[config.mk]
export PLATFORM = sky130hd
export DESIGN_NAME = adc_serial_config_regs
export DESIGN_NICKNAME = d
export VERILOG_FILES = /design/src/pkg/adc_cfg_pkg.sv /design/src/core/spi_frame_rx.sv /design/src/core/adc_serial_config_regs.sv
export SDC_FILE = /design/constraint.sdc
export NUM_CORES = 1
export LEC_CHECK = 0
export BUFFER_PORTS_ARGS = -buffer_cell sky130_fd_sc_hd__buf_2
export CORE_MARGIN = 8
export CORE_UTILIZATION = 31
export CTS_CLUSTER_DIAMETER = 200
export DETAILED_ROUTE_END_ITERATION = 6
export MAX_ROUTING_LAYER = met4
export PLACE_DENSITY = 0.52
export SYNTH_ARGS = -nofsm -noshare
export SYNTH_HDL_FRONTEND = slang
export SYNTH_HIERARCHICAL = 1
export SYNTH_SLANG_ARGS = --single-unit
[constraint.sdc]
create_clock -name sys_clk -period 1.94 [get_ports sys_clk]
set_input_delay 0.388 -clock sys_clk [delete_from_list [all_inputs] [get_ports sys_clk]]
set_output_delay 0.388 -clock sys_clk [all_outputs]
set_load 0.01 [all_outputs]
[src/pkg/adc_cfg_pkg.sv]
package adc_cfg_pkg;

  // ----------------------------------------------------------------
  // Serial frame layout
  // ----------------------------------------------------------------
  localparam int unsigned     FRAME_BITS  = 16;
  localparam int unsigned     HDR_BITS    = 8;
  localparam logic [4:0]      CNT_HDR     = 5'h07;
  localparam logic [4:0]      CNT_LAST    = 5'h0f;
  localparam logic [4:0]      CNT_FULL    = 5'h10;
  localparam int unsigned     RW_BIT      = 7;

  // ----------------------------------------------------------------
  // Register offsets
  // ----------------------------------------------------------------
  localparam logic [6:0] OFS_SOFT_RESET_CTL       = 7'h00;
  localparam logic [6:0] OFS_POWER_DOWN_CTL       = 7'h01;
  localparam logic [6:0] OFS_CONVERTER_CTL        = 7'h02;
  localparam logic [6:0] OFS_LINK_DEVICE_IDENT    = 7'h03;
  localparam logic [6:0] OFS_LINK_BANK_IDENT      = 7'h04;
  localparam logic [6:0] OFS_LANE_COUNT_M1        = 7'h05;
  localparam logic [6:0] OFS_MULTIFRAME_LEN_M1    = 7'h06;
  localparam logic [6:0] OFS_LINK_MODE_CTL        = 7'h07;
  localparam logic [6:0] OFS_LINK_SUBCLASS_CTL    = 7'h08;
  localparam logic [6:0] OFS_TEST_PATTERN_SELECT  = 7'h09;
  localparam logic [6:0] OFS_OUTPUT_SWING_CTL     = 7'h0a;
  localparam int unsigned NUM_REGS                = 11;

  // ----------------------------------------------------------------
  // Field positions
  // ----------------------------------------------------------------
  localparam int unsigned SOFT_RESET_BIT   = 7;
  localparam int unsigned SLEEP_BIT        = 3;
  localparam int unsigned NAP_BIT          = 2;
  localparam int unsigned CHAN_B_OFF_BIT   = 1;
  localparam int unsigned CHAN_A_OFF_BIT   = 0;
  localparam int unsigned CLK_HALVING_BIT  = 2;
  localparam int unsigned OVF_EN_BIT       = 1;
  localparam int unsigned DUTY_STAB_BIT    = 0;
  localparam logic [7:0]  WO_READ_VALUE    = 8'hff;
  localparam logic [7:0]  UNMAPPED_READ    = 8'h00;

  // Writable bits per register, index 0 unused (write-only strobe)
  localparam logic [7:0] REG_MASK [NUM_REGS] = '{
    8'h00, 8'h0f, 8'h07, 8'hff, 8'h0f, 8'h07, 8'h1f, 8'h3b, 8'hff, 8'h07, 8'h03
  };

  // Reset values
  localparam logic [7:0] REG_DEFAULT [NUM_REGS] = '{
    8'h00, 8'h00, 8'h00, 8'h00, 8'h00, 8'h01, 8'h0f, 8'h00, 8'h00, 8'h00, 8'h00
  };

  // ----------------------------------------------------------------
  // Lane output pattern selections
  // ----------------------------------------------------------------
  typedef enum logic [2:0] {
    PATTERN_NORMAL_DATA  = 3'h0,
    PATTERN_K28_5        = 3'h1,
    PATTERN_K28_7        = 3'h2,
    PATTERN_D21_5        = 3'h3,
    PATTERN_PRBS15       = 3'h4,
    PATTERN_LANE_ALIGN   = 3'h5,
    PATTERN_TEST_SAMPLES = 3'h6,
    PATTERN_MOD_RPAT     = 3'h7
  } pattern_e;

endpackage

[src/core/spi_frame_rx.sv]
`timescale 1ns/100ps

module spi_frame_rx (
  input  wire logic        sys_clk,
  input  wire logic        rst,
  input  wire logic        spi_cs_n,
  input  wire logic        spi_sck,
  input  wire logic        spi_sdi,
  input  wire logic [7:0]  rd_data,
  output logic             hdr_pulse,
  output logic             cmd_pulse,
  output logic [15:0]      frame_word,
  output logic             spi_sdo_oe
);
  import adc_cfg_pkg::*;

  // ----------------------------------------------------------------
  // Frame capture
  // ----------------------------------------------------------------
  logic        sck_prev_reg, sck_prev_next;
  logic [4:0]  cnt_reg,      cnt_next;
  logic [15:0] shift_reg,    shift_next;
  logic        hdr_reg,      hdr_next;
  logic        cmd_reg,      cmd_next;
  logic [7:0]  sdo_reg,      sdo_next;
  logic        sdo_act_reg,  sdo_act_next;
  logic        oe_reg,       oe_next;
  logic        rise;
  logic        fall;

  assign rise = spi_sck & ~sck_prev_reg & ~spi_cs_n;
  assign fall = ~spi_sck & sck_prev_reg & ~spi_cs_n;

  always_comb begin
    sck_prev_next = spi_sck;
    cnt_next      = cnt_reg;
    shift_next    = shift_reg;
    hdr_next      = 1'b0;
    cmd_next      = 1'b0;
    sdo_next      = sdo_reg;
    sdo_act_next  = sdo_act_reg;
    if (spi_cs_n) begin
      cnt_next     = '0;
      sdo_act_next = 1'b0;
    end else if (rise && cnt_reg != CNT_FULL) begin // RQ8
      cnt_next   = cnt_reg + 5'h01;
      shift_next = {shift_reg[14:0], spi_sdi};
      hdr_next   = (cnt_reg == CNT_HDR);
      cmd_next   = (cnt_reg == CNT_LAST);
    end
    // Header just landed: load readback, first bit out before next rise
    if (hdr_reg && shift_reg[RW_BIT]) begin // RQ9
      sdo_next     = rd_data;
      sdo_act_next = 1'b1;
    end else if (fall && sdo_act_reg && cnt_reg > 5'(HDR_BITS)) begin
      sdo_next = {sdo_reg[6:0], 1'b1};
    end
    // Open drain: only ever pull low
    oe_next = sdo_act_next & ~sdo_next[7];
  end

  always_ff @(posedge sys_clk or posedge rst) begin
    if (rst) begin
      sck_prev_reg <= 1'b0;
      cnt_reg      <= '0;
      shift_reg    <= '0;
      hdr_reg      <= 1'b0;
      cmd_reg      <= 1'b0;
      sdo_reg      <= 8'hff;
      sdo_act_reg  <= 1'b0;
      oe_reg       <= 1'b0;
    end else begin
      sck_prev_reg <= sck_prev_next;
      cnt_reg      <= cnt_next;
      shift_reg    <= shift_next;
      hdr_reg      <= hdr_next;
      cmd_reg      <= cmd_next;
      sdo_reg      <= sdo_next;
      sdo_act_reg  <= sdo_act_next;
      oe_reg       <= oe_next;
    end
  end

  assign hdr_pulse  = hdr_reg;
  assign cmd_pulse  = cmd_reg;
  assign frame_word = shift_reg;
  assign spi_sdo_oe = oe_reg;

  // ----------------------------------------------------------------
  // Checks
  // ----------------------------------------------------------------
  a_frame_sixteen: assert property (@(posedge sys_clk) disable iff (rst) // RQ8
    cmd_reg |-> cnt_reg == CNT_FULL)
    else $error("command taken before sixteen edges");
  a_extra_edges_ignored: assert property (@(posedge sys_clk) disable iff (rst) // RQ8
    (cnt_reg == CNT_FULL && !spi_cs_n) |=> $stable(shift_reg) && !cmd_reg)
    else $error("edge after sixteenth changed frame");

endmodule

[src/core/adc_serial_config_regs.sv]
`timescale 1ns/100ps

// What this block does
// [RQ1] Writing reg0 bit7 restores defaults, self-clears
// [RQ2] Reset register reads back all ones
// [RQ3] Reg1 bits: sleep, nap, B off, A off
// [RQ4] Nap and channel power-downs default zero
// [RQ5] Reg2 bit2 halves input clock rate
// [RQ6] Minus-one fields used as value plus one
// [RQ7] Reg9 three-bit field selects lane pattern
// [RQ8] Chip-select framed sixteen-bit word, extras ignored
// [RQ9] Read shifts register out, leaves it unchanged
// [RQ10] Unused bits ignore writes, read zero
module adc_serial_config_regs (
  input  wire logic                   sys_clk,
  input  wire logic                   rst,
  input  wire logic                   spi_cs_n,
  input  wire logic                   spi_sck,
  input  wire logic                   spi_sdi,
  output logic                        spi_sdo_out,
  output logic                        spi_sdo_oe,
  input  wire logic                   device_clock_in,
  output logic                        sample_strobe,
  output logic                        soft_reset_active,
  output logic                        converter_sleep,
  output logic                        both_chan_nap,
  output logic                        chan_b_power_off,
  output logic                        chan_a_power_off,
  output logic                        clock_halving_sel,
  output logic                        overflow_out_en,
  output logic                        duty_stab_en,
  output logic [7:0]                  device_ident,
  output logic [3:0]                  bank_ident,
  output logic [3:0]                  lane_count,
  output logic [5:0]                  frames_per_multiframe,
  output logic [7:0]                  link_mode,
  output logic [7:0]                  subclass_mode,
  output logic [2:0]                  pattern_select_field,
  output adc_cfg_pkg::pattern_e       pattern_mode,
  output logic [1:0]                  output_swing
);
  import adc_cfg_pkg::*;

  // ----------------------------------------------------------------
  // Serial front end
  // ----------------------------------------------------------------
  logic        hdr_pulse;
  logic        cmd_pulse;
  logic [15:0] frame_word;
  logic [7:0]  rd_data;
  logic [6:0]  frame_addr;
  logic        frame_rw;
  logic [7:0]  frame_data;
  logic        wr_cmd;

  spi_frame_rx u_rx (
    .sys_clk    (sys_clk),
    .rst        (rst),
    .spi_cs_n   (spi_cs_n),
    .spi_sck    (spi_sck),
    .spi_sdi    (spi_sdi),
    .rd_data    (rd_data),
    .hdr_pulse  (hdr_pulse),
    .cmd_pulse  (cmd_pulse),
    .frame_word (frame_word),
    .spi_sdo_oe (spi_sdo_oe)
  );

  // Open drain: the level driven is always low
  assign spi_sdo_out = 1'b0;

  // During the header pulse the address sits in the low bits
  assign frame_rw   = hdr_pulse ? frame_word[RW_BIT] : frame_word[15];
  assign frame_addr = hdr_pulse ? frame_word[6:0] : frame_word[14:8];
  assign frame_data = frame_word[7:0];
  assign wr_cmd     = cmd_pulse & ~frame_rw; // RQ9

  // ----------------------------------------------------------------
  // Register file
  // ----------------------------------------------------------------
  logic [NUM_REGS-1:1][7:0] reg_file_reg, reg_file_next;
  logic                     soft_rst_reg, soft_rst_next;

  // Strobe lives one cycle, then the bank reloads and it drops
  always_comb begin
    soft_rst_next = wr_cmd && frame_addr == OFS_SOFT_RESET_CTL
                    && frame_data[SOFT_RESET_BIT]; // RQ1
  end

  genvar gi;
  generate
    for (gi = 1; gi < NUM_REGS; gi++) begin : g_reg
      always_comb begin
        if (soft_rst_reg) begin
          reg_file_next[gi] = REG_DEFAULT[gi]; // RQ1 RQ4
        end else if (wr_cmd && frame_addr == 7'(gi)) begin
          reg_file_next[gi] = frame_data & REG_MASK[gi]; // RQ10
        end else begin
          reg_file_next[gi] = reg_file_reg[gi];
        end
      end
    end
  endgenerate

  always_ff @(posedge sys_clk or posedge rst) begin
    if (rst) begin
      soft_rst_reg <= 1'b0;
      for (int i = 1; i < NUM_REGS; i++) begin
        reg_file_reg[i] <= REG_DEFAULT[i];
      end
    end else begin
      soft_rst_reg <= soft_rst_next;
      reg_file_reg <= reg_file_next;
    end
  end

  // Readback mux, looked up in the header cycle
  always_comb begin
    if (frame_addr == OFS_SOFT_RESET_CTL) begin
      rd_data = WO_READ_VALUE; // RQ2
    end else if (frame_addr < 7'(NUM_REGS)) begin
      rd_data = reg_file_reg[frame_addr[3:0]];
    end else begin
      rd_data = UNMAPPED_READ;
    end
  end

  // ----------------------------------------------------------------
  // Sample rate from the device clock
  // ----------------------------------------------------------------
  logic dclk_prev_reg, dclk_prev_next;
  logic phase_reg,     phase_next;
  logic strobe_reg,    strobe_next;
  logic dclk_tick;

  assign dclk_tick = device_clock_in & ~dclk_prev_reg;

  always_comb begin
    dclk_prev_next = device_clock_in;
    phase_next     = phase_reg;
    strobe_next    = 1'b0;
    if (!clock_halving_sel) begin
      phase_next  = 1'b0;
      strobe_next = dclk_tick; // RQ5
    end else if (dclk_tick) begin
      phase_next  = ~phase_reg;
      strobe_next = phase_reg; // RQ5
    end
  end

  always_ff @(posedge sys_clk or posedge rst) begin
    if (rst) begin
      dclk_prev_reg <= 1'b0;
      phase_reg     <= 1'b0;
      strobe_reg    <= 1'b0;
    end else begin
      dclk_prev_reg <= dclk_prev_next;
      phase_reg     <= phase_next;
      strobe_reg    <= strobe_next;
    end
  end

  // ----------------------------------------------------------------
  // Decoded controls
  // ----------------------------------------------------------------
  assign sample_strobe         = strobe_reg;
  assign soft_reset_active     = soft_rst_reg;
  assign converter_sleep       = reg_file_reg[1][SLEEP_BIT]; // RQ3
  assign both_chan_nap         = reg_file_reg[1][NAP_BIT]; // RQ3
  assign chan_b_power_off      = reg_file_reg[1][CHAN_B_OFF_BIT]; // RQ3
  assign chan_a_power_off      = reg_file_reg[1][CHAN_A_OFF_BIT]; // RQ3
  assign clock_halving_sel     = reg_file_reg[2][CLK_HALVING_BIT];
  assign overflow_out_en       = reg_file_reg[2][OVF_EN_BIT];
  assign duty_stab_en          = reg_file_reg[2][DUTY_STAB_BIT];
  assign device_ident          = reg_file_reg[3];
  assign bank_ident            = reg_file_reg[4][3:0];
  assign lane_count            = {1'b0, reg_file_reg[5][2:0]} + 4'h1; // RQ6
  assign frames_per_multiframe = {1'b0, reg_file_reg[6][4:0]} + 6'h01; // RQ6
  assign link_mode             = reg_file_reg[7];
  assign subclass_mode         = reg_file_reg[8];
  assign pattern_select_field  = reg_file_reg[9][2:0];
  assign pattern_mode          = pattern_e'(reg_file_reg[9][2:0]); // RQ7
  assign output_swing          = reg_file_reg[10][1:0];

  // ----------------------------------------------------------------
  // Checks
  // ----------------------------------------------------------------
  a_soft_reset_start: assert property (@(posedge sys_clk) disable iff (rst) // RQ1
    (wr_cmd && frame_addr == OFS_SOFT_RESET_CTL && frame_data[7]) |=> soft_rst_reg)
    else $error("soft reset not started");
  a_soft_reset_done: assert property (@(posedge sys_clk) disable iff (rst) // RQ1
    soft_rst_reg |=> !soft_rst_reg && lane_count == 4'h2
      && frames_per_multiframe == 6'h10 && !chan_a_power_off)
    else $error("defaults not restored or bit stuck");
  a_wo_reads_ones: assert property (@(posedge sys_clk) disable iff (rst) // RQ2
    (hdr_pulse && frame_addr == OFS_SOFT_RESET_CTL)
      |-> rd_data == WO_READ_VALUE ##1 !spi_sdo_oe)
    else $error("reset register readback not all ones");
  a_power_write: assert property (@(posedge sys_clk) disable iff (rst) // RQ3
    (wr_cmd && frame_addr == OFS_POWER_DOWN_CTL) |=>
      {converter_sleep, both_chan_nap, chan_b_power_off, chan_a_power_off}
        == $past(frame_data[3:0]))
    else $error("power controls do not follow write");
  a_halving_strobe: assert property (@(posedge sys_clk) disable iff (rst) // RQ5
    (clock_halving_sel && $past(clock_halving_sel) && dclk_tick && !phase_reg)
      |=> !sample_strobe)
    else $error("halved clock strobed on every edge");
  a_lane_plus_one: assert property (@(posedge sys_clk) disable iff (rst) // RQ6
    (wr_cmd && frame_addr == OFS_LANE_COUNT_M1) |=>
      lane_count == {1'b0, $past(frame_data[2:0])} + 4'h1)
    else $error("lane count not stored plus one");
  a_pattern_write: assert property (@(posedge sys_clk) disable iff (rst) // RQ7
    (wr_cmd && frame_addr == OFS_TEST_PATTERN_SELECT) |=>
      pattern_mode == pattern_e'($past(frame_data[2:0])))
    else $error("pattern select not updated");
  a_read_no_update: assert property (@(posedge sys_clk) disable iff (rst) // RQ9
    (cmd_pulse && frame_rw && !soft_rst_reg) |=> $stable(reg_file_reg))
    else $error("read changed a register");
  a_unused_zero: assert property (@(posedge sys_clk) disable iff (rst) // RQ10
    reg_file_reg[4][7:4] == 4'h0 && reg_file_reg[6][7:5] == 3'h0
      && reg_file_reg[7][2] == 1'b0)
    else $error("unused bit set");

  c_write: cover property (@(posedge sys_clk) disable iff (rst) wr_cmd);
  c_read: cover property (@(posedge sys_clk) disable iff (rst) hdr_pulse && frame_rw);
  c_soft_reset: cover property (@(posedge sys_clk) disable iff (rst) soft_rst_reg);
  c_halved: cover property (@(posedge sys_clk) disable iff (rst)
    clock_halving_sel && sample_strobe);

endmodule

# ---- After elaboration in Yosys (flattened, before gate mapping)
# Index checks and enable logic that the tools add are counted.
dict set report word_totals {
  reg_bits 118
  elab_cells 127
  input_bits 6
  output_inout_bits 57
}
dict set report op_classes {
  eq_ne 14
  n_addsub 3
  reduce_logical 30
  bitwise_logic 14
  n_mux 40
  n_lt_le_gt_ge 3
}
# cell n
set ops {}
lappend ops {{$mux 8} 25}
lappend ops {{$bmux 8 s4} 1}
lappend ops {{$eq 7x3->1 const B} 4}
lappend ops {{$reduce_bool 2->1} 12}
lappend ops {{$eq 7x4->1 const B} 3}
lappend ops {{$logic_and 1x1->1} 16}
lappend ops {{$eq 7x2->1 const B} 2}
lappend ops {{$mux 1} 11}
lappend ops {{$mux 5} 2}
lappend ops {{$and 1x1->1} 7}
lappend ops {{$eq 7x1->1 const B} 1}
lappend ops {{$logic_not 7->1} 1}
lappend ops {{$lt 7x4->1 const B} 1}
lappend ops {{$mux 7} 1}
lappend ops {{$not 1->1} 7}
lappend ops {{$add 5x1->6 const B} 1}
lappend ops {{$add 5x1->5 const B} 1}
lappend ops {{$eq 5x3->1 const B} 1}
lappend ops {{$eq 5x4->1 const B} 1}
lappend ops {{$gt 5x4->1 const B} 1}
lappend ops {{$lt 4x5->1 const B} 1}
lappend ops {{$ne 5x5->1 const B} 1}
lappend ops {{$add 3x1->4 const B} 1}
lappend ops {{$ne 2x1->1 const B} 1}
lappend ops {{$reduce_and 2->1} 1}

# ---- Longest topological paths before layout
# Gate-level depths: netlist (run 1).
dict set report depth {
  ltp_word 9
  depth_mapped 9
}

# ---- Hierarchy
# The synthesis (run 1) kept the hierarchy.
# mod seq_area_each_um2 area_each_um2 instances cells_each
set by_module_without_submodules {}
lappend by_module_without_submodules {adc_serial_config_regs 1232.4 3164.3 1 326}
lappend by_module_without_submodules {spi_frame_rx 860.8 1508.9 1 124}

# ---- Least setup slack after synthesis (run 1)
# No wires, ideal clock.
dict set report synth_path {
  kind {register to register}
  startpoint {register u_rx.hdr_reg, in the netlist u_rx/hdr_pulse}
  endpoint {register u_rx.sdo_reg[4]}
  stages_incl_launch_ff 9
  setup_slack_ns -0.190
  period_less_slack_ns 2.130
  required_time_ns 1.867
  arrival_ns 2.057
  n_path_buf 1
  cell_sequence {dfrtp_1 nor4_2 o21ai_1 and2_1 clkbuf_1 or4_1 o21ai_1 nor2_1 a21oi_1}
}
dict set report synth_via {
  elab_chain_cells 6
  elab_cells_between_ends 10
  classes_between {order compare (1); mux (6); reduce/logical (3)}
}
# element line
set synth_rtl {}
lappend synth_rtl {{start: declaration} spi_frame_rx.sv:23} ;# logic hdr_reg, hdr_next;
lappend synth_rtl {{start signal: assignment} spi_frame_rx.sv:76} ;# hdr_reg <= hdr_next;
lappend synth_rtl {{$mux 7 *} adc_serial_config_regs.sv:74} ;# assign frame_addr = hdr_pulse ? frame_word[6:0] : frame_word[14:8];
lappend synth_rtl {{$bmux 8 s4} adc_serial_config_regs.sv:122} ;# rd_data = reg_file_reg[frame_addr[3:0]];
lappend synth_rtl {{$mux 8 (implied by the code)} adc_serial_config_regs.sv:122}
lappend synth_rtl {{$mux 8} adc_serial_config_regs.sv:121} ;# end else if (frame_addr < 7'(NUM_REGS)) begin
lappend synth_rtl {{$mux 8 *} adc_serial_config_regs.sv:119} ;# if (frame_addr == OFS_SOFT_RESET_CTL) begin
lappend synth_rtl {{net rd_data[4]} adc_serial_config_regs.sv:50} ;# logic [7:0] rd_data;
lappend synth_rtl {{$mux 8 *} spi_frame_rx.sv:52} ;# if (hdr_reg && shift_reg[RW_BIT]) begin
lappend synth_rtl {{end signal: assignment} spi_frame_rx.sv:78} ;# sdo_reg <= sdo_next;
lappend synth_rtl {{end: declaration} spi_frame_rx.sv:25} ;# logic [7:0] sdo_reg, sdo_next;
# Mark *: on every way through the listed nets, which the timed path passes. The rest lies on a longest branch. The select of a mux whose other input is x is not followed.
# A chain may end at the register's enable or synchronous reset.

# ---- Worst setup path after layout (run 1)
# Same ends and word-level chain as after synthesis.

==> results of run 1 <==
==> cell usage in the layout, fill, tap and decap left out, types with 3 or more instances in the layout <==
master      n
mux2i_4     4
xnor2_1     3
nand2b_1    4
conb_1      4
mux2_4      3
a21oi_1    15
mux2i_1    42
nor3_4      6
o41ai_2     3
buf_12      6
nand3_1     5
and2_1      4
inv_1      11
nor2b_1     5
mux2_2     17
ha_1        4
nor2_2      3
nand2_1    30
buf_6       5
dfrtp_1    68
nor3_2      5
o21ai_1     5
a211o_1     5
clkbuf_16   9
o21ai_0     8
buf_4      61
nor2_1     57
a31oi_1    10
o31ai_1     3
clkbuf_1    3
buf_2      58
dfstp_2    13
a221oi_1    3
==> what timing repair did <==
action / CTS / global route
endpoints found under the setup margin: 48 / 55
buffers inserted: 2 / 7
pin swaps: 6 / 13
endpoints found under the hold margin: 0 / 0
gates cloned: 1 / 2
gates resized for setup: 17 / 21
==> cells by family (layout without fill, tap and decap cells) <==
group,Yosys count,after routing,synth area share
flops,83,83,0.448
other cells,1,4,0.000802
compound gates,81,82,0.123
simple gates,138,140,0.157
xor+xnor,5,5,0.00937
buf+inv,69,158,0.0900
fa+ha+maj,5,5,0.0134
mux,68,68,0.158
==> worst register-to-register path: cells and delay by family (launching register included) <==
family / cells / cell delay [ps]
and+or+nand+nor: 3 / 690
DFF: 1 / 410
AOI/OAI and AO/OA: 3 / 390
muxes: 1 / 340
buffers and inverters: 1 / 160
==> cells in the mapped netlist (4+ instances only) <==
master / instances / area, sq um
nor2_1: 61 / 229
mux2_2: 17 / 191
a221oi_1: 5 / 43.8
and2_1: 4 / 25.0
nor3_2: 5 / 50.1
mux2i_1: 44 / 440
a31oi_1: 12 / 75.1
o41ai_1: 4 / 35.0
nor2b_1: 5 / 31.3
o21ai_1: 7 / 35.0
nand2b_1: 4 / 25.0
dfstp_2: 13 / 342
inv_1: 12 / 45.0
ha_1: 5 / 62.6
nor3_4: 4 / 65.1
a21oi_1: 17 / 85.1
nand2_1: 31 / 116
nand3_1: 5 / 25.0
a211o_1: 5 / 43.8
dfrtp_1: 70 / 1750
clkbuf_1: 11 / 41.3
buf_4: 38 / 285
o21ai_0: 8 / 40.0
==> metrics by stage <==
stage                      util  TNS, ps  hold slack [ps]  power, mW  setup slack (ps)
after floorplan               -     -172              419       2.59             -94.6
after global routing      0.402    -6080             83.7       5.22              -207
final                     0.402     -874             61.7       4.99              -125
after global placement    0.363    -1290              435       3.14              -187
after CTS                 0.389    -3170             63.9       4.91              -144
after detailed placement  0.363    -1960              434       3.15              -169
==> per-layer routing <==
layer | wire [um] | part of all wire
met1 | 6480 | 0.49
met2 | 6130 | 0.46
met3 | 437 | 0.033
met4 | 169 | 0.013
met5 | 0 | 0
==> final cells by class <==
class / instances / share of cell area
clock buffers: 12 / 0.0393
clock inverters: 4 / 0.00852
inverters: 12 / 0.00748
multi-input cells: 304 / 0.404
flip-flops and latches: 83 / 0.348
well taps: 188 / 0.0391
repair buffers: 130 / 0.154
==> power by group <==
| part | internal, mW | switching [mW] | total, mW |
|---|---|---|---|
| clock network | 0.999 | 0.686 | 1.69 |
| logic | 0.615 | 0.716 | 1.33 |
| registers | 1.83 | 0.151 | 1.98 |
==> path summary, 6_finish.rpt <==
check	from	to	slack [ps]	cells after the start
worst max-delay path	u_rx/hdr_pulse	u_rx/sdo_reg[4]	-130	8
worst min-delay path	rst	soft_reset_active	60	2
worst max register to register	u_rx/hdr_pulse	u_rx/sdo_reg[4]	-130	8
worst min register to register	u_rx/cnt_reg[3]	u_rx/hdr_pulse	480	1
max in group asynchronous	rst	reg_file_reg[32]	1290	3
min in group sys_clk	device_clock_in	dclk_prev_reg	170	1
==> run summary, run 1 <==
The flow ran to the end, but the final reports show violations. The final reports fail on setup timing. Global-route track usage on met1: 0.187.

The global routing stage identified its most utilized layer as met2. The clock reaches the later pin of the worst-skew pair after 340 ps. The met3 demand-to-capacity share in global routing was 0.0265. The critical path is of the register to register type. In the routed design, unresolved DRC markers number 0.

The run gives 2.83 nW as the cell leakage power. The slowest stage of the critical path belongs to the cell or4_1. For this run, the number of Yosys warnings is 6. The tools report the number of search-and-repair iterations in the first detailed-routing pass as 4. The run gives 0.484 GHz as the highest clock rate. The effective utilization at floorplan is 0.312, and the number of diodes is 0.

Summing all placed instances gives a cell area of 5440 sq um. The delay contributed by the slowest stage of the critical path is 430 ps, and the maximum number of pins on one net before global-route repair is 35. The die covers 19300 sq um.

STA classifies the critical path endpoint as a register. After detailed placement, the design holds a cell count of 705. The number of nets in the finished design was 551. In this run the clock root is driven by a clkbuf_16.

The logs give 450 for the synthesized instance count and 6.40 ps for the setup clock skew after layout. The sequential cells in the finished layout cover a total of 2100 sq um. TritonCTS built the clock tree.

The minimum clock period after layout works out to 2070 ps. The total area inside the core boundary comes to 15000 sq um. STA classifies the critical path startpoint as a register. The worst path arrival time came out at 2330 ps.

Setup repair after global routing could not meet its margin everywhere. The netlist uses 60 different library cells. The die is 139 um tall. The mapped netlist covers 4670 sq um. Across all layers, the routed design uses 3639 vias. After clock tree synthesis, the clock-pin slew on the worst setup and hold paths is 60 ps. The number of global-route vias before repair came out at 3784. The part of the Yosys area used for sequential elements was 0.448. A synthesized cell averages 10.4 sq um.

The CTS H-tree depth was 3. The buffers plus inverters on the worst setup path came out at 1. The worst min-delay path class is primary input to asynchronous set/reset pin. Setup violations remaining at the end of the flow were counted as 29. Max-cap violations in this run came to 0. The largest buffer count on any clock path is 2, and the register bit total from synthesis is 83. The number of I/O port buffers was 58; the final cell area excluding filler cells was 6020 sq um.

The run gives 0.490 mV as the worst vdd rail ir drop. The HPWL after detailed placement is 9.77 mm. Number of hold-slack violations in the final timing report: 0.

The register with the most flip-flops in the layout has 16 of them. The fraction of synthesis flops using an asynchronous set or reset pin works out to 1.00. Data on the critical path is required at its endpoint by 2200 ps.

Measured along the x axis, the die boundary spans 139 um. The per-cell via count in the routed design is 4.96, and the aggregate routed wire length is 13.2 mm. The wire length of the first global-routing pass is 21.1 mm. The primary flip-flop cell chosen by synthesis mapping is dfrtp_1. The overall fraction of global-route tracks in use was 0.141; the number of clock buffers inserted by TritonCTS was 9.

The placement row count was 45. The final worst-path setup slack is -125 ps. For this design the top-level I/O count stands at 63. The synthesized design contains 0 enable-type register cells.

The global routing usage on met2 came out at 0.214. The total count of max-transition violations in the final report was 0. The tools report the count of hold buffers inserted by post-cts repair as 0. The synthesis-to-finish area growth was 28.9%.

Total congestion overflow after global routing: 0. The global placer's final weighted congestion was 0.850; the number of standard cells in the layout, taps in and fillers out was 733. For this design, the sink count on the clock tree is 83.

For this design the ratio of total power to cell area is 829 nW/um^2. The signal on the critical path passes through buf_12, mux2_4, nor2_2, a211oi_1, or4_1, o21ai_2, nor2_1, a21oi_1. Total of fill cells in the finished design: 1455. The final cycle utilization of the critical path is 1.06, and the layout cell share with drive strength beyond 1 is 0.428. The cell type group with the largest total delay on the critical path was simple AND/OR/NAND/NOR gates.

The multi-input combinational cells in the finished layout cover a total of 2430 sq um. In this run the worst path has a maximum fanout of 15. The initial antenna violation count is 0, and the violation count after the first detailed-route iteration is 231. Dividing the detail-routed wire length by the instance count gives 18.0 um. The count of nets left with antenna violations once routing finished came out at 0.
No activity file was read; power rests on OpenSTA's default activity.
==> run 2, diff against run 1 <==
- CORE_UTILIZATION: 31 -> 43
- PLACE_DENSITY: 0.52 -> 0.67
==> run 2 against run 1 <==
Effect of this change: the flow still finishes with violations (setup timing); routed wire length is 4.8% lower; non-clock buffer count rose by 13; critical path depth unchanged; total power shrank 8.5%; sequential cell count stayed put; design area decreased by 0.44%; largest power group unchanged; highest routed layer unchanged.
==> run summary, run 2 (same netlist as run 1, synthesis figures left out) <==
The flow ran to the end, but the final reports show violations. The area of the placeable core is 10700 sq um. Floorplan die area: 14500 sq um.

The number of hold-slack violations in the final timing report is 0, and the initial antenna violation count is 0. The area growth from synthesis to layout is 28.3%. Between clock sinks in the finished design, the worst skew comes to 10.0 ps. The floorplan step set the die width to 120 um. The worst setup path startpoint was u_rx/hdr_pulse.

The violation count after the first detailed-route iteration was 194; the wire length of the first global-routing pass was 20.4 mm. Walking the worst path, the cells encountered are buf_12, mux2_4, nor2_4, a31oi_1, or4_1, o21ai_1, nor2_1, a21oi_1. The transition time at the pin with the least slew margin was 690 ps; the number of clock buffers inserted by TritonCTS was 9.

The number of sinks driven by the clock tree is 83. The worst path needs 2080 ps of the cycle, external delays included. The library cells used most frequently in the layout, excluding fill and tap cells, are 66 x dfrtp_1, 60 x buf_4, 58 x nor2_1, 58 x buf_2, 43 x mux2i_1. 0 antenna diodes ended up in the layout. Aggregate routed wire length: 12.6 mm.

The logs give 0.558 for the core occupancy in the finished layout and 0 for the total count of max-transition violations in the final report. The overall fraction of global-route tracks in use is 0.182. For the remaining routing DRC violations, the log shows 0. TritonCTS built the clock tree.

Setup repair after global routing could not meet its margin everywhere. The worst flop-to-flop path startpoint was u_rx/hdr_pulse. The largest fanout of any net on the critical path came out at 12. The relative max-transition margin came out at 0.540. The initialized floorplan defines 38 standard-cell rows.

Worst vdd rail ir drop: 0.364 mV. The tools report the number of nets in the finished design as 561. The total overflow left after global routing is 0. Among all stages on the critical path, the largest delay is contributed by or4_1. The routed length per placed instance was 18.1 um.

The tools report the highest clock rate as 0.480 GHz. The half-perimeter wire length after detailed placement was 9.28 mm. The largest buffer count on any clock path was 2; the number of ports placed on the die boundary was 63. On the critical path the largest part of the delay comes from simple AND/OR/NAND/NOR gates.

The tools report the maximum number of pins on one net before global-route repair as 50. The worst min-delay path class was primary input to asynchronous set/reset pin. For this design the ratio of total power to cell area is 762 nW/um^2. Measured along the y axis, the die boundary spans 120 um. The first detailed-routing pass took 4 iterations. The number of routed nets with antenna violations was 0.

The final cycle utilization of the critical path works out to 1.07. For the effective utilization at floorplan, the log shows 0.435. Clock-pin slew was measured on the worst setup and hold paths at 80 ps. The layout cell share with drive strength beyond 1 is 0.436, and the setup violation total in the final timing report is 46.

The run gives -144 ps as the final worst-path setup slack. The run gives 2230 ps as the required time at the endpoint of the critical path. The sum of negative setup slack was -2180 ps; the portion of total power attributed to sequential cells was 0.431. The tools report the worst path arrival time as 2370 ps. The number of I/O port buffers works out to 58. The checks that failed: setup timing. The register with the most flip-flops in the layout has 16 of them.

The tools report the total internal power as 3.07 mW. The run gives 3817 as the number of global-route vias before repair. The commonest non-fill, non-tap cell in the layout is dfrtp_1. The critical path is of the register to register type. For this run, the slowest stage of the critical path takes 500 ps. The max-cap violation count was 0; the total number of vias was 3715. Cell leakage power: 2.87 nW.

Clock latency on the worst-skew pair, taken at its later pin, is 360 ps. Summed over all nets, the switching power comes to 1.49 mW. The proportion of power drawn by the clock network is 0.269.

Hold repair after CTS inserted 0 buffers. The run gives 0.299 as the portion of total power attributed to combinational logic. STA classifies the critical path startpoint as a register. The tools report the clock root buffer as clkbuf_8. Buffers plus inverters on the worst setup path: 1.

The worst setup path is captured at a register. The net switching share of the total power works out to 0.327. Per-cell via count in the routed design: 5.35. The CTS H-tree depth was 3.

The congestion estimate from routability-driven global placement came to 0.886.
[run 2: final timing paths]
check | to | slack, ps | depth (start not counted)
max | u_rx/sdo_reg[4] | -140 | 8
min | link_mode[4] | 60 | 3
max reg2reg | u_rx/sdo_reg[4] | -140 | 8
min reg2reg | u_rx/sdo_reg[7] | 500 | 2
max in group asynchronous | u_rx/frame_word[9] | 1470 | 3
min in group sys_clk | dclk_prev_reg | 150 | 1
[run 2: per-stage QoR]
stage                     setup WS [ps]  cell area (sq um)  cells  power, mW  hold WS, ps
after floorplan                   -94.6               4760    453       2.59          419
after global placement             -194               5440    663       3.19          460
after detailed placement           -178               5440    663       3.20          466
after CTS                          -128               5840    689       4.54         72.7
after global routing               -255               6000    695       4.79         77.8
final                              -144               6000    695       4.57         59.7
[run 2: worst min-delay path: stages]
cell and delay, ps:
buf_2 110, inv_2 60, buf_12 240
[run 2: final cells by class]
type	count	area, sq um
multi-input combinational	301	2390
timing repair buffer	143	1090
clock inverter	6	66.3
clock buffer	10	128
fill	959	4750
tap	140	175
inverter	12	45.0
sequential	83	2100
[run 2: repair_timing]
action	in CTS	in global routing
gates resized for setup	29	20
pin swaps	8	4
buffers inserted	11	6
setup endpoints to repair	37	55
[run 2: metal layers]
metal  up-vias  part of all wire  track usage
met5         -                 0            -
met4         0             0.013       0.0445
met3        10             0.041       0.0280
met2        83              0.47        0.278
met1      1864              0.47        0.249
li1       1758                 -            -
[run 2: power by group through the flow]
stage          registers, mW  logic, mW  clock network (mW)
2_1_floorplan           1.97      0.628                   0
3_3_place_gp            2.00       1.19                   0
3_5_place_dp            2.00       1.21                   0
4_1_cts                 1.97       1.30                1.27
5_1_grt                 1.98       1.47                1.33
6_report                1.97       1.37                1.23
==> run 3, diff against run 2 <==
- RECOVER_POWER: default -> 50
==> run 3 against run 2 <==
Effect of this change: the flow still finishes with violations (setup timing); clock skew about the same; die area unchanged; routed wire length down 0.16%; hold slack better by 90 ps; count of clock-buffer cells in the layout unchanged; sequential share of layout area up 0.12 points; clock power about the same; setup slack worse by 1.4 ps; cell count unchanged; sequential cell count unchanged; critical endpoint unchanged; largest power group unchanged; highest routed layer unchanged.
==> run summary, run 3 (same netlist as run 1, synthesis figures left out) <==
For the total count of max-transition violations in the final report, the log shows 0. The cell leakage power was 2.85 nW. Counting the buffers created by CTS gives 9. The net switching share of the total power was 0.328; the proportion of power drawn by the clock network was 0.269. For the largest buffer count on any clock path, the log shows 2. The detail route stage leaves a number of antenna-violating nets equal to 0. Number of search-and-repair iterations in the first detailed-routing pass: 4. The startpoint of the most critical hold path was device_clock_in. Initial antenna violation count: 0. The worst setup path is launched from a register.

The area of the placeable core was 10700 sq um. The internal power of the cells totals 3.07 mW. The cell count of the worst hold path was 1.

The run gives 150 ps as the hold slack. Worst-skew pair later-pin latency: 360 ps. Summed over all nets, the half-perimeter wirelength after detailed placement is 9.28 mm. The worst hold path endpoint is dclk_prev_reg. The transition time at the pin with the least slew margin is 1220 ps, and the setup slack of the most critical reg-to-reg path is -150 ps. The violation count after the first detailed-route iteration is 226, and the buffers plus inverters on the worst setup path is 1.

Setup repair after global routing could not meet its margin everywhere. The library cell used most frequently in the layout, excluding fill and tap cells, is dfrtp_1. The minimum clock period after layout was 2090 ps; the delay contributed by the slowest stage of the critical path was 500 ps.

The net switching power of the design is 1.50 mW, and the required time at the endpoint of the critical path is 2230 ps. The first global-routing pass estimated 20.4 mm of wire. The final reports fail on setup timing. The slowest stage of the critical path belongs to the cell or4_1.

The setup violation total in the final timing report came out at 46. Entering global routing, the biggest net connects 50 pins. Dividing the detail-routed wire length by the instance count gives 18.1 um. The floorplan die width is 120 um.

The design draws 4.57 mW. The final cycle utilization of the critical path is 1.07. The highest clock rate came out at 0.480 GHz. The CTS H-tree depth was 3. The worst vdd rail ir drop is 0.364 mV. The effective utilization at floorplan is 0.435, and the portion of total power attributed to sequential cells is 0.431. The endpoint identified for the worst register-to-register timing path is u_rx/sdo_reg[4]. The critical path goes through buf_12, mux2_4, nor2_4, a31oi_1, or4_1, o21ai_1, nor2_1, a21oi_1. Cell type group with the largest total delay on the critical path: simple AND/OR/NAND/NOR gates. The per-cell via count in the routed design was 5.35; the total congestion overflow after global routing was 0. The relative max-transition margin was 0.185; the global placer's final weighted congestion was 0.886. The number of ports placed on the die boundary was 63; the largest fanout of any net on the critical path was 12. The final worst-path setup slack is -145 ps. For this design the ratio of total power to cell area is 764 nW/um^2. The clock-pin transition on the worst setup and hold timing paths came out at 80 ps. The total number of vias is 3720. For the portion of total power attributed to combinational logic, the log shows 0.299. The flow ran to the end, but the final reports show violations. The run gives 0.182 as the overall fraction of global-route tracks in use.

For this block, the routed nets add up to 12.6 mm of wire. For the number of sinks driven by the clock tree, the log shows 83. The number of hold-slack violations in the final timing report was 0; the final cell area excluding filler cells was 5980 sq um. The die is 120 um tall. The run gives 3817 as the number of global-route vias before repair. The path depth of the worst reg2reg path was 8; the layout cell share with drive strength beyond 1 was 0.431.

The number of hold buffers added after CTS was 0. The tools report the pre-CTS setup slack as -178 ps. The root buffer cell chosen for the clock tree is clkbuf_8. At the worst endpoint, the arrival time is 2370 ps. In this run the cell area measured after placement is 5440 sq um. The setup clock skew after layout is 9.83 ps. For this run, design rule violations remaining after detail routing come to 0.

The number of flip-flops in the largest register was 16; the number of nets in the finished design was 561. The tools report the critical path endpoint category as a register. Relative to the synthesized area, the layout overhead comes to 27.9%. The tool flagged a number of max-cap violations equal to 0. TritonCTS built the clock tree. In the layout the commonest cells are 66 x dfrtp_1, 59 x buf_4, 58 x nor2_1, 56 x buf_2, 43 x mux2i_1. The startpoint identified for the worst register-to-register timing path is u_rx/hdr_pulse.

Worst min-delay path class: primary input to register. The floorplan has 38 rows. By startpoint and endpoint, the worst setup path is classified as register to register.

For the number of diodes, the log shows 0. The floorplan step defined a die boundary enclosing 14500 sq um. Number of I/O port buffers: 58.
-- run 3: power groups by stage --
stage                     clock network, mW  registers, mW  logic, mW
after floorplan                           0           1.97      0.628
after global placement                    0           2.00       1.19
after detailed placement                  0           2.00       1.21
after CTS                              1.27           1.97       1.30
after global routing                   1.33           1.98       1.47
final                                  1.23           1.97       1.37
-- run 3: worst max path at each step --
stage,endpoint,cells after the start,slack (ps),start
finish,u_rx/sdo_reg[4],8,-150,u_rx/hdr_pulse
global route,u_rx/sdo_reg[4],8,-250,u_rx/hdr_pulse
CTS,u_rx/sdo_reg[0],9,-130,u_rx/hdr_pulse
detailed placement,u_rx/sdo_reg[4],8,-180,u_rx/hdr_pulse
global placement,u_rx/sdo_reg[0],9,-190,u_rx/hdr_pulse
floorplan,u_rx/sdo_reg[4],8,-90,u_rx/frame_word[5]
-- run 3: routing by layer --
metal,vias up,track usage,part of all wire
li1,1755,-,-
met1,1872,0.249,0.48
met2,83,0.278,0.47
met3,10,0.0280,0.040
met4,0,0.0445,0.012
met5,-,-,0
-- run 3: final cells by class --
| class | instances | area [sq um] |
|---|---|---|
| inverters | 12 | 45.0 |
| multi-input cells | 301 | 2390 |
| clock buffers | 10 | 128 |
| repair buffers | 143 | 1070 |
| clock inverters | 6 | 66.3 |
| well taps | 140 | 175 |
| fillers | 961 | 4770 |
| flip-flops and latches | 83 | 2100 |
-- run 3: timing repair --
item                       4_1_cts  5_1_grt
cloned                           0        0
resized for setup               29       20
setup buffers                   11        6
pin swaps                        8        4
setup endpoints to repair       37       55
-- run 3: metrics by stage --
| stage | cells | TNS, ps | util |
|---|---|---|---|
| 2_1_floorplan | 453 | -172 | - |
| 3_3_place_gp | 663 | -1350 | 0.506 |
| 3_5_place_dp | 663 | -1760 | 0.506 |
| 4_1_cts | 689 | -1590 | 0.543 |
| 5_1_grt | 695 | -8210 | 0.556 |
| 6_report | 695 | -2240 | 0.556 |
